**config.mk**
```make
export PLATFORM = sky130hd
export DESIGN_NAME = uec_top
export DESIGN_NICKNAME = d
export VERILOG_FILES = /design/src/uec_pkg.sv /design/src/uec_top.sv
export SDC_FILE = /design/constraint.sdc
export NUM_CORES = 1
export LEC_CHECK = 0
export BUFFER_PORTS_ARGS = -buffer_cell sky130_fd_sc_hd__buf_2
export CELL_PAD_IN_SITES_DETAIL_PLACEMENT = 2
export CELL_PAD_IN_SITES_GLOBAL_PLACEMENT = 2
export CORE_MARGIN = 2
export CORE_UTILIZATION = 44
export DETAILED_ROUTE_END_ITERATION = 10
export PLACE_DENSITY_LB_ADDON = 0.1
export SYNTH_ARGS = -nofsm -noshare
export SYNTH_HDL_FRONTEND = slang
export SYNTH_SLANG_ARGS = --single-unit
```
**constraint.sdc**
```tcl
create_clock -name clk -period 4.1 [get_ports clk]
set_input_delay 1.23 -clock clk [delete_from_list [all_inputs] [get_ports clk]]
set_output_delay 1.23 -clock clk [all_outputs]
set_load 0.02 [all_outputs]
```
**src/uec_pkg.sv**
```systemverilog
// What this block does
// Config register at special address d4 acts on the selected endpoint
// Config bit 7 enables the selected endpoint when 1, disables when 0
// Firmware enables endpoint 0 after any hardware or bus reset
// Config bits 6 to 4 are reserved and read as zero
// Toggle status bit 3 set on DATA1 receipt, cleared on DATA0 receipt
// Firmware discards a bulk packet whose toggle did not change
// Expected toggle returns to DATA0 only when the endpoint is configured
// Interrupt endpoints toggle the same way as bulk endpoints
// Control setup starts with DATA0, then alternates as bulk
// Control read status stage completes with a DATA1 packet
// Firmware collects every isochronous packet, may ignore toggle status
// Config bit 2 selects IN when 1, OUT when 0, for non-control types
// Direction bit has no effect on control endpoints
// Type field bits 1 to 0; endpoint 0 must be configured as control
// Config register resets to all zeros
// Status bits: dir 7, stall 5, ready 4, flag 3, setup 2, out 1, done 0
// Type encoding: control 00, isochronous 01, bulk 10, interrupt 11
// Valid setup sets setup flag, clears other status bits
// While OUT flag set, further OUT packets are answered with NAK
// Transmit ready cleared when sent (iso) or acknowledged (other types)
// Stall request makes the endpoint answer the next handshake with STALL
package uec_pkg;

  // ****************************************
  // Addresses and sizes
  // ****************************************
  localparam logic [7:0] ADDR_SELECT = 8'hc7;
  localparam logic [7:0] ADDR_CONFIG = 8'hd4;
  localparam logic [7:0] ADDR_STATUS = 8'hce;
  localparam int         NUM_EP      = 4;
  localparam int         FIFO_DEPTH  = 4;
  localparam logic [7:0] RESET_VALUE = 8'h00;

  // ****************************************
  // Field positions
  // ****************************************
  localparam int CFG_ENABLE   = 7;
  localparam int CFG_TOGGLE   = 3;
  localparam int CFG_DIR      = 2;
  localparam int ST_DIR       = 7;
  localparam int ST_STALL     = 5;
  localparam int ST_TX_READY  = 4;
  localparam int ST_STALL_CRC = 3;
  localparam int ST_SETUP     = 2;
  localparam int ST_OUT       = 1;
  localparam int ST_TX_DONE   = 0;

  typedef enum logic [1:0] {
    EP_CONTROL = 2'h0,
    EP_ISO     = 2'h1,
    EP_BULK    = 2'h2,
    EP_INTR    = 2'h3
  } uec_eptype_type;

  typedef enum logic [1:0] {
    PID_DATA0,
    PID_DATA1,
    PID_SETUP,
    PID_NONE
  } uec_pid_type;

  // Packet event from the serial engine
  typedef struct packed {
    logic                    valid;
    logic [1:0]              ep;
    logic                    is_out;
    logic                    is_setup;
    logic                    data1;
    logic                    crc_ok;
    logic                    in_sent;
    logic                    in_acked;
    logic                    handshake;
  } uec_evt_type;

  // Handshake answer to the serial engine
  typedef struct packed {
    logic nak;
    logic stall;
    logic expect_data1;
    logic send_data1;
  } uec_ans_type;

endpackage : uec_pkg

```
**src/uec_top.sv**
```systemverilog
// ****************************************
// Event FIFO
// ****************************************
module uec_fifo #(
  parameter int WIDTH = 8,
  parameter int DEPTH = 4
) (
  // Clock and reset
  input  wire logic             clk,
  input  wire logic             resetn,
  // Fill side
  input  wire logic             in_valid,
  output logic                  in_ready,
  input  wire logic [WIDTH-1:0] in_data,
  // Drain side
  output logic                  out_valid,
  input  wire logic             out_ready,
  output logic      [WIDTH-1:0] out_data
);
  localparam int AW = $clog2(DEPTH);
  logic [WIDTH-1:0] mem [DEPTH];
  logic [AW-1:0]    wp_r;
  logic [AW-1:0]    rp_r;
  logic [AW:0]      cnt_r;
  logic             push;
  logic             pop;

  assign in_ready  = (cnt_r != (AW+1)'(DEPTH));
  assign out_valid = (cnt_r != '0);
  assign push      = in_valid && in_ready;
  assign pop       = out_valid && out_ready;
  assign out_data  = mem[rp_r];

  always_ff @(posedge clk)
  begin
    if (push)
      mem[wp_r] <= in_data;
  end

  always_ff @(posedge clk)
  begin
    if (!resetn)
    begin
      wp_r  <= '0;
      rp_r  <= '0;
      cnt_r <= '0;
    end
    else
    begin
      if (push)
        wp_r <= (wp_r == AW'(DEPTH-1)) ? '0 : wp_r + 1'b1;
      if (pop)
        rp_r <= (rp_r == AW'(DEPTH-1)) ? '0 : rp_r + 1'b1;
      cnt_r <= cnt_r + (AW+1)'(push) - (AW+1)'(pop);
    end
  end
endmodule : uec_fifo

// ****************************************
// Endpoint configuration and status
// ****************************************
module uec_top (
  // Clock and reset
  input  wire logic                 clk,
  input  wire logic                 resetn,
  input  wire logic                 usb_bus_reset,
  // Special function register port
  input  wire logic [7:0]           sfr_addr,
  input  wire logic                 sfr_wr,
  input  wire logic                 sfr_rd,
  input  wire logic [7:0]           sfr_wdata,
  output logic      [7:0]           sfr_rdata,
  // Packet events from the serial engine
  input  wire uec_pkg::uec_evt_type evt_in,
  output logic                      evt_ready,
  // Answer for the endpoint of the current event, and enable bits of all endpoints
  output uec_pkg::uec_ans_type      ans,
  output logic      [3:0]           ep_enable
);
  localparam int EW = $bits(uec_pkg::uec_evt_type);

  logic [1:0]           endpoint_index_r;
  logic [7:0]           cfg_r  [uec_pkg::NUM_EP];
  logic [7:0]           sta_r  [uec_pkg::NUM_EP];
  logic [3:0]           exp_r;
  logic                 ev_valid;
  logic [EW-1:0]        ev_bits;
  uec_pkg::uec_evt_type ev;
  logic                 ev_take;
  uec_pkg::uec_eptype_type ev_type;
  logic                 cfg_wr;
  logic                 sta_wr;
  logic                 bus_rst;

  // Events queue here so a burst is not lost while firmware runs
  uec_fifo #(
    .WIDTH (EW),
    .DEPTH (uec_pkg::FIFO_DEPTH)
  ) u_fifo (
    .clk       (clk),
    .resetn    (resetn),
    .in_valid  (evt_in.valid),
    .in_ready  (evt_ready),
    .in_data   (evt_in),
    .out_valid (ev_valid),
    .out_ready (1'b1),
    .out_data  (ev_bits)
  );

  assign ev      = uec_pkg::uec_evt_type'(ev_bits);
  assign ev_take = ev_valid;
  assign ev_type = uec_pkg::uec_eptype_type'(cfg_r[ev.ep][1:0]);
  assign cfg_wr  = sfr_wr && (sfr_addr == uec_pkg::ADDR_CONFIG);
  assign sta_wr  = sfr_wr && (sfr_addr == uec_pkg::ADDR_STATUS);
  assign bus_rst = !resetn || usb_bus_reset;

  // ****************************************
  // Register select
  // ****************************************
  always_ff @(posedge clk)
  begin
    if (bus_rst)
      endpoint_index_r <= '0;
    else if (sfr_wr && sfr_addr == uec_pkg::ADDR_SELECT)
      endpoint_index_r <= sfr_wdata[1:0];
  end

  // ****************************************
  // Config registers and toggle
  // ****************************************
  always_ff @(posedge clk)
  begin
    if (bus_rst)
    begin
      for (int i = 0; i < uec_pkg::NUM_EP; i++)
        cfg_r[i] <= uec_pkg::RESET_VALUE;
    end
    else
    begin
      if (ev_take && ev.is_out && !ev.is_setup && !sta_r[ev.ep][uec_pkg::ST_OUT])
        cfg_r[ev.ep][uec_pkg::CFG_TOGGLE] <= ev.data1;
      if (ev_take && ev.is_setup)
        cfg_r[ev.ep][uec_pkg::CFG_TOGGLE] <= 1'b0;
      if (cfg_wr)
      begin
        cfg_r[endpoint_index_r][7:4] <= {sfr_wdata[7], 3'h0};
        cfg_r[endpoint_index_r][2:0] <= sfr_wdata[2:0];
      end
    end
  end

  // ****************************************
  // Expected toggle sequence
  // ****************************************
  always_ff @(posedge clk)
  begin
    if (bus_rst)
      exp_r <= '0;
    else
    begin
      if (ev_take && ev.is_setup)
        exp_r[ev.ep] <= 1'b1;
      else if (ev_take && ev.is_out && !sta_r[ev.ep][uec_pkg::ST_OUT]
               && ev.data1 == exp_r[ev.ep])
        exp_r[ev.ep] <= !exp_r[ev.ep];
      else if (ev_take && ev.in_acked)
        exp_r[ev.ep] <= !exp_r[ev.ep];
      if (cfg_wr)
        exp_r[endpoint_index_r] <= 1'b0;
    end
  end

  // ****************************************
  // Status registers
  // ****************************************
  always_ff @(posedge clk)
  begin
    if (bus_rst)
    begin
      for (int i = 0; i < uec_pkg::NUM_EP; i++)
        sta_r[i] <= uec_pkg::RESET_VALUE;
    end
    else
    begin
      // Firmware write first so that hardware events win over a clear
      if (sta_wr)
        sta_r[endpoint_index_r] <= {sfr_wdata[7], 1'b0, sfr_wdata[5:0]};
      if (ev_take && ev.is_setup && ev.crc_ok)
        sta_r[ev.ep] <= 8'h04;
      else if (ev_take)
      begin
        if (ev.is_out && ev_type == uec_pkg::EP_ISO)
          sta_r[ev.ep][uec_pkg::ST_STALL_CRC] <= !ev.crc_ok;
        if (ev.is_out && ev.crc_ok && !sta_r[ev.ep][uec_pkg::ST_OUT])
          sta_r[ev.ep][uec_pkg::ST_OUT] <= 1'b1;
        if ((ev_type == uec_pkg::EP_ISO) ? ev.in_sent : ev.in_acked)
        begin
          sta_r[ev.ep][uec_pkg::ST_TX_READY] <= 1'b0;
          sta_r[ev.ep][uec_pkg::ST_TX_DONE]  <= 1'b1;
        end
        if (ev.handshake && sta_r[ev.ep][uec_pkg::ST_STALL] && ev_type != uec_pkg::EP_ISO)
          sta_r[ev.ep][uec_pkg::ST_STALL_CRC] <= 1'b1;
      end
    end
  end

  // ****************************************
  // Answer and read data
  // ****************************************
  always_ff @(posedge clk)
  begin
    if (bus_rst)
      ans <= '0;
    else
    begin
      ans.nak          <= ev_take && ev.is_out && !ev.is_setup
                          && sta_r[ev.ep][uec_pkg::ST_OUT];
      ans.stall        <= ev_take && sta_r[ev.ep][uec_pkg::ST_STALL];
      ans.expect_data1 <= exp_r[ev.ep];
      // Control status stage after a read data stage answers DATA1; direction
      // of a control endpoint comes from the status register, not config
      ans.send_data1   <= (ev_type == uec_pkg::EP_CONTROL)
                          ? (exp_r[ev.ep] || !sta_r[ev.ep][uec_pkg::ST_DIR])
                          : exp_r[ev.ep];
    end
  end

  always_ff @(posedge clk)
  begin
    if (!resetn)
      sfr_rdata <= '0;
    else if (sfr_rd)
    begin
      case (sfr_addr)
        uec_pkg::ADDR_SELECT: sfr_rdata <= {6'h00, endpoint_index_r};
        uec_pkg::ADDR_CONFIG: sfr_rdata <= cfg_r[endpoint_index_r] & 8'h8f;
        uec_pkg::ADDR_STATUS: sfr_rdata <= sta_r[endpoint_index_r];
        default:              sfr_rdata <= 8'h00;
      endcase
    end
  end

  always_comb
  begin
    for (int i = 0; i < uec_pkg::NUM_EP; i++)
      ep_enable[i] = cfg_r[i][uec_pkg::CFG_ENABLE];
  end

  // ****************************************
  // Checks
  // ****************************************
  chk_cfg_reserved: assert property (@(posedge clk) disable iff (!resetn)
    sfr_rd && sfr_addr == uec_pkg::ADDR_CONFIG |=> sfr_rdata[6:4] == 3'h0)
    else $error("reserved config bits not zero");
  chk_cfg_reset: assert property (@(posedge clk)
    !resetn |=> cfg_r[0] == 8'h00 && exp_r == 4'h0)
    else $error("config not cleared by reset");
  chk_enable_write: assert property (@(posedge clk) disable iff (!resetn)
    cfg_wr && !usb_bus_reset |=> ep_enable[$past(endpoint_index_r)] == $past(sfr_wdata[7]))
    else $error("enable bit not written");
  chk_setup_flags: assert property (@(posedge clk) disable iff (!resetn)
    ev_take && ev.is_setup && ev.crc_ok && !usb_bus_reset |=> sta_r[$past(ev.ep)] == 8'h04)
    else $error("setup did not clear other flags");
  chk_out_nak: assert property (@(posedge clk) disable iff (!resetn)
    ev_take && ev.is_out && !ev.is_setup && sta_r[ev.ep][uec_pkg::ST_OUT]
    && !usb_bus_reset |=> ans.nak)
    else $error("busy OUT not refused");
  chk_toggle_track: assert property (@(posedge clk) disable iff (!resetn)
    ev_take && ev.is_out && !ev.is_setup && !sta_r[ev.ep][uec_pkg::ST_OUT] && !cfg_wr
    && !usb_bus_reset |=> cfg_r[$past(ev.ep)][3] == $past(ev.data1))
    else $error("toggle status wrong");
  chk_config_toggle: assert property (@(posedge clk) disable iff (!resetn)
    cfg_wr && !usb_bus_reset |=> exp_r[$past(endpoint_index_r)] == 1'b0)
    else $error("configure did not reset toggle");
  chk_tx_ready_clear: assert property (@(posedge clk) disable iff (!resetn)
    ev_take && ev.in_acked && ev_type != uec_pkg::EP_ISO && !sta_wr && !ev.is_setup
    && !usb_bus_reset |=> !sta_r[$past(ev.ep)][uec_pkg::ST_TX_READY])
    else $error("transmit ready not cleared");
  chk_setup_toggle: assert property (@(posedge clk) disable iff (!resetn)
    ev_take && ev.is_setup && !cfg_wr && !usb_bus_reset
    |=> !cfg_r[$past(ev.ep)][uec_pkg::CFG_TOGGLE] && exp_r[$past(ev.ep)])
    else $error("setup did not restart toggle");
  chk_stall_answer: assert property (@(posedge clk) disable iff (!resetn)
    ev_take && sta_r[ev.ep][uec_pkg::ST_STALL] && !usb_bus_reset |=> ans.stall)
    else $error("stall request not answered");
  chk_control_status: assert property (@(posedge clk) disable iff (!resetn)
    ev_take && ev_type == uec_pkg::EP_CONTROL && !sta_r[ev.ep][uec_pkg::ST_DIR]
    && !usb_bus_reset |=> ans.send_data1)
    else $error("control status stage not DATA1");
  cov_setup: cover property (@(posedge clk) ev_take && ev.is_setup);
  cov_nak: cover property (@(posedge clk) ans.nak);
  cov_stall: cover property (@(posedge clk) ans.stall);
  cov_full: cover property (@(posedge clk) !evt_ready);
endmodule : uec_top

```
* After elaboration in Yosys (flattened, before gate mapping)
Memories as Yosys holds them, arrays and structs flattened. A register that Yosys moved wholly into a read port is not among the register bits.
Index checks and enable logic that the tools add are counted.
** Word-level totals
- Register bits after elaboration :: 25
- RAM bits :: 88
- Input port bits :: 31
- Output and inout port bits :: 17
- Memories kept :: 3
** Memory list
- u_fifo.mem :: depth 4, width 10, rd ports 1, clocked after Yosys merged registers in 1, write ports 1, RTL line uec_top.sv:21 : logic [WIDTH-1:0] mem [DEPTH];
- sta_r :: depth 4, width 7, rd ports 2, clocked after Yosys merged registers in 1, write ports 4, RTL line uec_top.sv:84 : logic [7:0] sta_r [uec_pkg::NUM_EP];
- cfg_r :: depth 4, width 5, rd ports 6, clocked after Yosys merged registers in 1, write ports 4, RTL line uec_top.sv:83 : logic [7:0] cfg_r [uec_pkg::NUM_EP];
** Operators by class
- Add/sub/neg operators :: 4
- Magnitude comparators :: 4
- Eq/ne operators :: 9
- Muxes and demuxes :: 80
- Bitwise operators :: 9
- Reduce and logical (&&, ||, !) cells :: 35
** Operators with widths (number)
- two-way mux 1 bit :: 51
- two-way mux 2 bit :: 14
- == test 8 bit, second input constant :: 3
- one-hot mux 8 bit (3 select lines) :: 1
- logical AND 1 bit :: 21
- two-way mux 4 bit :: 5
- two-way mux 5 bit :: 3
- two-way mux 7 bit :: 2
- OR reduction 7 bit :: 2
- OR reduction 5 bit :: 2
- zero test 1 bit :: 6
- less-than comparator 2 x 3 -> 1 bit, second input constant :: 2
- OR 1 bit :: 6
- adder 2 x 1 -> 2 bit, second input constant :: 2
- bitwise AND 4 bit :: 1
- bitwise mux 4 bit :: 1
- demux 1 bit (select 2 bit) :: 2
- == test 2 bit, second input constant :: 2
- greater-or-equal comparator 2 x 1 -> 1 bit, second input constant :: 2
- inverter 4 bit :: 1
- OR 4 bit :: 1
- adder 3 x 1 -> 3 bit :: 1
- inequality test 3 bit, second input constant :: 1
- nonzero test 3 bit :: 1
- 7 further kinds :: 8

* Depth between registers and ports, before layout
Gate-level depths: netlist (run 1).
An unclocked memory read counts as a cell.
- Word-level depth :: 12
- Gate-level depth with buffers :: 10
- Mapped depth without buffers :: 10

* Cells and area by module
From an unflattened synthesis (run 1), not the netlist that was laid out.
** Unflattened totals
- Cell total of the unflattened synthesis :: 509
- Area total of the unflattened synthesis :: 5876.9 um^2
** Modules (own cells, without submodules)
- uec_top :: times used 1, cells an instance 405, area each 3952.5 um^2, sequential area each 1661.6 um^2
- uec_fifo :: times used 1, cells an instance 104, area each 1924.3 um^2, sequential area each 1381.3 um^2

* Least setup slack after synthesis (run 1)
Ideal clock, no wire load.
- Kind :: input -> register
- Start :: input port sfr_addr[5]
- End :: memory sta_r[0][3] in the netlist's numbering, enable pin
- Arrival time :: 2736 ps
- Setup slack :: 1056 ps
- Cell stages on the path :: 6
- Buffers on the path :: 1
- Cell sequence :: nand3b_1 > nor4_1 > clkbuf_1 > a21oi_1 > a21boi_0 > a31oi_1
** RTL lines
- start, declared :: RTL line uec_top.sv:68 : input wire logic [7:0] sfr_addr,
- end, declared :: RTL line uec_top.sv:84

==> results.toml, run 1 <==
[placed_design]
placed_cells = 675
hpwl_um = 11900
gp_congestion = 0.855
io_buffer_count = 45

[grt]
grt_pass1_wl_um = 24900
antenna_found_initial = 0
grt_pass1_vias = 4429
grt_use_total_pct = 25.4
grt_max_degree = 22
grt_overflow = 0

[critical_path]
path_class = "reg -> reg"
crit_fanout = 19
critPathRequiredTime_ns = 4.19
r2r_slack_ns = 1.0
start_kind = "register"
cp.arrival_ns = 3.20
ff2ff_path_depth = 7
rr_endpoint = "sta_r[2][0]"
endpoint_kind = "register"

[clock_network]
clock_tree.htree_level_count = 3
cts-root-buf = "clkbuf_16"
post_cts_resized = 0
ctsHoldBuffers = 0
post-cts-setup-buffer-count = 0
clock-sinks = 112
cts_buffers = 9
clk-insertion-delay-late_ns = 0.37
clk_path_buf_depth = 2
cts_tree = "done"
clk_pin_slew_worst_paths_ns = 0.08

[worst_hold_path]
hold_start = "sta_r[1][4]"
hold-path-endpoint = "sta_r[1][4]"
hold_depth = 2
hp-class = "reg -> reg"

[drt]
drt_wl_total_um = 16100
drt_iter0_drc = 284
via_count = 4062
viasPerCell = 5.88
dr.pass1.iters = 5
drc = 0
wl_per_cell_um = 23.3
detail-route-antenna-nets = 0

[sta]
finalCriticalPeriod_ns = 3.10
clock_skew_ns = 0.0101
finalMaxSlewViolations = 0
fin_tns_setup_ns = 0
setup_viol = 0
worstMarginPinSlew_ns = 0.928
finalCritPeriodShare_pct = 75.7
relSlewSlack_pct = 38.0
rsz0062_at_grt = "no"
finalHoldViolations = 0
fmax_mhz = 322

[die]
io_pins = 48
start_util_pct = 44.5
rows = 41
core_mm2 = 0.0125
dieArea_mm2 = 0.0135
die_h_um = 116
die_w_um = 116

[status]
status = "finished clean"

[cells_and_area]
fillers = 1243
drive_gt1_share_pct = 19.7
final_cells = 691
multi_input_comb_area_mm2 = 0.00241
areaGrowthSynthToFinish_pct = 12.4
final_nets = 553
antenna_cells = 0
regArea_mm2 = 0.00292

[yosys]
synth-edff-count = 68
ys_async_sr_fraction_pct = 0
syn_nets = 509
yosysUniqueCellTypes = 61
ys_seq_area_share_pct = 52.7
postSynthCellCount = 470
syn-cell-area_mm2 = 0.00554
synth_top_flop_cell = "edfxtp_1"
postSynthAreaPerCell_um2 = 11.8
yosys_warnings = 0
yosys_register_bits = 112

[power_and_ir_drop]
p_per_area_mw_per_mm2 = 563
p_leak_nw = 2.35
worst_ir_drop_vdd_v = 0.000346

[job]
max_cap_violations = 0
-- how the worst max path moves through the flow --
stage	slack (ns)	to	from
finish	1.0	sta_r[2][0]	register
floorplan	1.06	sta_r[0][3]	sfr_addr[5]
global placement	0.78	sta_r[2][0]	resetn
global route	0.87	sta_r[3][0]	register
CTS	1.03	sta_r[2][0]	register
detailed placement	0.73	sta_r[2][0]	resetn
-- cell usage in the layout, fill, tap and decap left out, types with 4 or more instances in the layout --
cell	synthesis	final
a21oi_1	13	13
and2_1	24	24
a22o_1	5	5
a21boi_0	5	5
buf_4	5	14
a32oi_1	4	4
edfxtp_1	68	68
a211oi_1	7	7
or3_1	7	7
ha_1	7	7
clkbuf_16	0	9
nand3_1	18	18
mux2i_1	18	18
mux4_2	18	18
nand3b_1	4	4
dfxtp_1	44	44
buf_2	1	45
a31oi_1	5	5
o211a_1	8	8
nor2b_1	8	8
and3_1	4	4
nor2_1	29	29
a22oi_1	8	8
nor3_1	13	13
o21ai_0	14	14
nand2b_1	6	6
mux4_1	4	4
inv_1	16	16
nand2_1	47	47
-- routing by layer --
| layer | part of all wire (%) | routed length (µm) | GRT usage [%] | vias up |
|---|---|---|---|---|
| met5 | 0 | 0 | 0 | - |
| met4 | 2.6 | 423 | 10.9 | 0 |
| met3 | 3.7 | 598 | 3.58 | 31 |
| met2 | 52 | 8440 | 46.3 | 109 |
| met1 | 41 | 6620 | 29.8 | 2077 |
| li1 | - | - | - | 1845 |
-- through the flow --
stage	util, %	setup slack (ns)	hold slack [ns]	area (µm²)	power, mW
floorplan	-	1.06	0.438	5540	2.29
global placement	47.6	0.780	0.454	5940	2.59
detailed placement	47.6	0.728	0.461	5940	2.65
CTS	50.0	1.03	0.477	6230	3.54
global route	50.0	0.874	0.489	6230	3.70
finish	50.0	0.998	0.477	6230	3.51
-- critical path, stage by stage (launching register included) --
cell,delay [ns]
dfxtp_1,0.45
mux4_2,0.84
mux2i_1,0.30
mux2i_1,0.12
buf_4,0.20
nand2b_4,0.17
o21ai_1,0.51
a21bo_2,0.23
-- logic make-up (layout without fill, tap and decap cells) --
kind of cell               Yosys count  in the layout  share of synthesized area [%]
and+or+nand+nor                    170            170                           15.5
DFF                                112            112                           52.7
AOI/OAI and AO/OA                   89             89                           11.7
muxes                               44             44                           13.5
buffers and inverters               42             91                           3.90
adders and majority gates            8              8                           1.94
xor gates and xnor gates             4              4                          0.632
other                                1              1                         0.0676
-- state kept, by name, summed over array words and instances (netlist names), named ones only --
name and flops:
ans 4, cfg_r 20, endpoint_index_r 2, exp_r 4, sfr_rdata 7, sta_r 28, u_fifo.cnt_r 3, u_fifo.mem 36
u_fifo.rp_r 2, u_fifo.wp_r 2
-- final cells by class --
class | count | share of cell area (%)
sequential | 112 | 46.9
multi-input combinational | 316 | 38.7
timing repair buffer | 59 | 5.30
clock buffer | 10 | 3.67
tap | 172 | 3.45
clock inverter | 6 | 1.00
inverter | 16 | 0.964
-- where the power goes --
group / leakage [nW] / total (mW) / internal, mW / switching (mW)
combinational: 1.16 / 1.23 / 0.454 / 0.778
sequential: 1.04 / 1.40 / 1.32 / 0.0775
clock: 0.142 / 0.880 / 0.430 / 0.451
-- synth_stat cells (5+ instances only) --
cell type | n | area share [%]
o211a_1 | 8 | 1.4
and2_1 | 24 | 2.7
ha_1 | 7 | 1.6
a22oi_1 | 8 | 1.1
a211oi_1 | 7 | 0.95
edfxtp_1 | 68 | 37
inv_1 | 16 | 1.1
nor3_1 | 13 | 1.2
a21oi_1 | 13 | 1.2
o21ai_0 | 14 | 1.3
nand2_1 | 47 | 3.2
dfxtp_1 | 44 | 16
nand3_1 | 18 | 1.6
mux2i_1 | 18 | 3.2
a21boi_0 | 5 | 0.68
nor2b_1 | 8 | 0.90
a22o_1 | 5 | 0.79
nor2_1 | 29 | 2.0
mux4_2 | 18 | 7.3
or3_1 | 7 | 0.79
nand2b_1 | 6 | 0.68
buf_6 | 5 | 1.0
a31oi_1 | 5 | 0.56
buf_4 | 5 | 0.68
clkbuf_1 | 13 | 0.88
No activity file was read; power rests on OpenSTA's default activity.
==> inputs of run 2 (changes only) <==
CORE_UTILIZATION = 40   (was 44)
clock period = 3.1 ns   (was 4.1 ns; I/O delays follow)
==> results.toml, run 2 (synthesized netlist as in run 1, its figures left out) <==
[clock_network]
clk_pin_slew_worst_paths_ns = 0.09
clock_tree.htree_level_count = 3
clk-insertion-delay-late_ns = 0.37
cts_tree = "done"
cts_buffers = 9
clk_path_buf_depth = 2
post-cts-setup-buffer-count = 0
post_cts_resized = 0
cts-root-buf = "clkbuf_16"
ctsHoldBuffers = 0
clock-sinks = 112

[critical_path]
cp.arrival_ns = 3.09
path_class = "reg -> reg"
ff2ff_path_depth = 5
rr_endpoint = "sta_r[3][0]"
path_depth = 5
critPathBufInv = 0
path_cells = "mux4_2 > mux2i_1 > nand2b_4 > o21ai_1 > a211o_1"
critical_path.top_delay_family = "multiplexers"
endpoint_kind = "register"
critPathMaxStageDelay_ns = 0.76
cp_slowest_cell = "mux4_2"
critPathRequiredTime_ns = 3.22
crit_fanout = 14
r2r_slack_ns = 0.14
start_kind = "register"

[cells_and_area]
final_nets = 574
final_cell_area_mm2 = 0.00642
final_cells = 720
drive_gt1_share_pct = 23.0
multi_input_comb_area_mm2 = 0.00241
largest_reg_flops = 36
final_common_cell = "edfxtp_1"
antenna_cells = 0
fillers = 1408
regArea_mm2 = 0.00292
reg_top3 = "u_fifo.mem (36), sta_r (28), cfg_r (20)"
areaGrowthSynthToFinish_pct = 15.8
top_register = "u_fifo.mem"
layout_common_cells = "edfxtp_1, nand2_1, buf_2"

[sta]
worstMarginPinSlew_ns = 0.761
finalHoldViolations = 0
fin_tns_setup_ns = 0
clock_skew_ns = 0.0137
finalCritPeriodShare_pct = 95.5
relSlewSlack_pct = 47.8
holdWs_ns = 0.479
rsz0062_at_grt = "no"
fmax_mhz = 338
finalMaxSlewViolations = 0
setup_viol = 0
finalCriticalPeriod_ns = 2.96

[job]
max_cap_violations = 0

[drt]
viasPerCell = 5.73
via_count = 4123
detail-route-antenna-nets = 0
drt_wl_total_um = 16700
drt_iter0_drc = 199
drc = 0
wl_per_cell_um = 23.3
dr.pass1.iters = 4

[status]
status = "finished clean"

[worst_hold_path]
hp-class = "reg -> reg"
hold-path-endpoint = "sfr_rdata[1]"
hold_depth = 1
hold_start = "sfr_rdata[1]"

[power_and_ir_drop]
p_per_area_mw_per_mm2 = 751
worst_ir_drop_vdd_v = 0.000418
p_leak_nw = 2.46

[grt]
grt_use_total_pct = 24.2
grt_max_degree = 24
grt_overflow = 0
antenna_found_initial = 0
grt_pass1_vias = 4556
grt_pass1_wl_um = 26400

[die]
die_h_um = 122
dieArea_mm2 = 0.0148
die_w_um = 122
io_pins = 48
start_util_pct = 40.4
rows = 43
core_mm2 = 0.0137

[placed_design]
gp_congestion = 0.844
io_buffer_count = 45
place_area_mm2 = 0.00611
hpwl_um = 12600
placed_cells = 704
## run 2: worst max-delay path by stage
stage / startpoint / endpoint
final: register / sta_r[3][0]
after global routing: register / sta_r[3][0]
after CTS: register / sta_r[3][0]
after detailed placement: register / sta_r[3][3]
after global placement: register / sta_r[1][3]
after floorplan: sfr_addr[5] / sta_r[0][3]
## run 2: stage by stage
| stage | utilization, % | power (mW) | setup slack (ns) |
|---|---|---|---|
| finish | 46.8 | 4.82 | 0.139 |
| global route | 46.8 | 5.07 | 0.00916 |
| CTS | 46.8 | 4.86 | 0.166 |
| detailed placement | 44.5 | 3.62 | 0.211 |
| global placement | 44.5 | 3.54 | 0.268 |
| floorplan | - | 3.03 | 0.356 |
## run 2: cell type report
cell class                      count  area share, %
Clock buffer                        9           3.51
Clock inverter                      7           1.38
Inverter                           16          0.935
Multi-Input combinational cell    316           37.5
Sequential cell                   112           45.5
Tap cell                          180           3.51
Timing Repair Buffer               80           7.60
## run 2: where the power goes
group	leakage, nW	switching (mW)	internal [mW]
sequential	1.04	0.0837	1.75
clock	0.153	0.638	0.585
combinational	1.27	1.09	0.685
## run 2: per-layer routing
metal / share of wire (%) / up-vias / track usage [%]
li1: - / 1890 / -
met1: 43 / 2139 / 30.0
met2: 53 / 72 / 43.9
met3: 2.6 / 22 / 2.90
met4: 1.9 / 0 / 7.90
met5: 0 / - / 0
==> inputs of run 3 (changes only) <==
--- a/config.mk
+++ b/config.mk
@@ -12,5 +12,5 @@
 export CORE_UTILIZATION = 40
 export DETAILED_ROUTE_END_ITERATION = 10
-export PLACE_DENSITY_LB_ADDON = 0.1
+export PLACE_DENSITY = 0.89
 export SYNTH_ARGS = -nofsm -noshare
 export SYNTH_HDL_FRONTEND = slang
==> constraint.sdc (replaced) <==
create_clock -name clk -period 3.1 [get_ports clk]
set_input_delay 0.93 -clock clk [delete_from_list [all_inputs] [get_ports clk]]
set_output_delay 0.93 -clock clk [all_outputs]
set_load 0.05 [all_outputs]
==> results.toml, run 3 (synthesized netlist as in run 1, its figures left out) <==
[status]
status = "finished clean"

[cells_and_area]
final_common_cell = "edfxtp_1"
top_register = "u_fifo.mem"
antenna_cells = 0
final_nets = 571
reg_top3 = "u_fifo.mem (36), sta_r (28), cfg_r (20)"
largest_reg_flops = 36
fin_util_pct = 46.6
final_cells = 717
areaGrowthSynthToFinish_pct = 15.4
drive_gt1_share_pct = 22.3
layout_common_cells = "edfxtp_1, nand2_1, buf_2"

[grt]
grt_pass1_vias = 4706
grt_overflow = 0
grt_use_total_pct = 24.9
antenna_found_initial = 0
grt_max_degree = 22
grt_pass1_wl_um = 27300

[power_and_ir_drop]
p_leak_nw = 2.45
clockPowerShare_pct = 25.2
sw_frac_of_total_pct = 36.9
p_per_area_mw_per_mm2 = 754
p_comb_share_pct = 36.6
p_int_mw = 3.04
pwr-share-seq_pct = 38.1
switching_power_mw = 1.78
worst_ir_drop_vdd_v = 0.000390

[drt]
detail-route-antenna-nets = 0
drt_iter0_drc = 274
wl_per_cell_um = 24.0
drc = 0
viasPerCell = 5.79
dr.pass1.iters = 4
via_count = 4151
drt_wl_total_um = 17200

[clock_network]
clock_tree.htree_level_count = 3
ctsHoldBuffers = 0
clk_path_buf_depth = 2
cts_tree = "done"
clock-sinks = 112
cts_buffers = 9
post-cts-setup-buffer-count = 0
clk-insertion-delay-late_ns = 0.36
cts-root-buf = "clkbuf_16"
post_cts_resized = 0
clk_pin_slew_worst_paths_ns = 0.08

[die]
die_h_um = 122
dieArea_mm2 = 0.0148
start_util_pct = 40.4
io_pins = 48
core_mm2 = 0.0137
rows = 43
die_w_um = 122

[critical_path]
critPathRequiredTime_ns = 3.19
endpoint_kind = "register"
crit_fanout = 6
start_kind = "register"
cp.arrival_ns = 2.95
path_class = "reg -> reg"

[job]
max_cap_violations = 0

[sta]
fin_tns_setup_ns = 0
finalHoldViolations = 0
holdWs_ns = 0.490
rsz0062_at_grt = "no"
worstMarginPinSlew_ns = 0.662
setup_viol = 0
worst_slack_ns = 0.239
clock_skew_ns = 0.0118
fmax_mhz = 349
finalMaxSlewViolations = 0
finalCritPeriodShare_pct = 92.3
relSlewSlack_pct = 55.8
finalCriticalPeriod_ns = 2.86

[worst_hold_path]
hold_start = "sta_r[0][4]"
hp-class = "reg -> reg"

[placed_design]
gp_congestion = 0.846
placed_cells = 701
io_buffer_count = 45
hpwl_um = 12900
pre_cts_ws_ns = 0.272
==> run 3: cell count changes in the layout (fill, tap and decap cells not counted) <==
| cell | delta |
|---|---|
| bufinv_16 | +1 |
| clkinv_1 | +1 |
| clkinv_2 | +1 |
| buf_4 | -4 |
| inv_8 | -2 |
| inv_6 | +2 |
| clkinv_8 | -3 |
| buf_12 | +1 |
==> run 3: layer usage <==
metal  GRT usage, %  vias up  part of all wire (%)
met2           46.3      107                    54
met3           3.70       26                   3.4
met4           9.12        0                   2.2
met5              0        -                     0
li1               -     1885                     -
met1           29.0     2133                    41
==> run 3: final timing paths <==
check	end	slack, ns	depth (start not counted)
worst max-delay path	sta_r[2][0]	0.24	6
worst min-delay path	sta_r[0][4]	0.49	2
worst max register to register	sta_r[2][0]	0.24	6
worst min register to register	sta_r[0][4]	0.49	2
==> run 3: power groups by stage <==
stage	sequential [mW]	combinational (mW)	clock, mW
4_1_cts	1.84	1.77	1.24
2_1_floorplan	1.85	1.21	0
3_5_place_dp	1.88	1.75	0
5_1_grt	1.86	1.92	1.30
6_report	1.84	1.77	1.22
3_3_place_gp	1.85	1.63	0
==> run 3: final cells by class <==
| cell class | instances | area [µm²] |
|---|---|---|
| Inverter | 16 | 60.1 |
| Timing Repair Buffer | 77 | 478 |
| Clock inverter | 7 | 73.8 |
| Sequential cell | 112 | 2920 |
| Clock buffer | 9 | 225 |
| Tap cell | 180 | 225 |
| Fill cell | 1377 | 7320 |
| Multi-Input combinational cell | 316 | 2410 |
==> run 3: metrics by stage <==
| step | power, mW | cell area [µm²] |
|---|---|---|
| after global placement | 3.48 | 6100 |
| after floorplan | 3.06 | 5540 |
| after global routing | 5.07 | 6400 |
| final | 4.83 | 6400 |
| after CTS | 4.85 | 6400 |
| after detailed placement | 3.63 | 6100 |
==> run 3: critical path, cell delays in order, from the launching register on <==
cell	delay, ns
dfxtp_1	0.43
mux4_2	0.67
mux2i_1	0.20
mux2i_1	0.45
nand2b_4	0.13
o21ai_1	0.47
a21bo_2	0.23
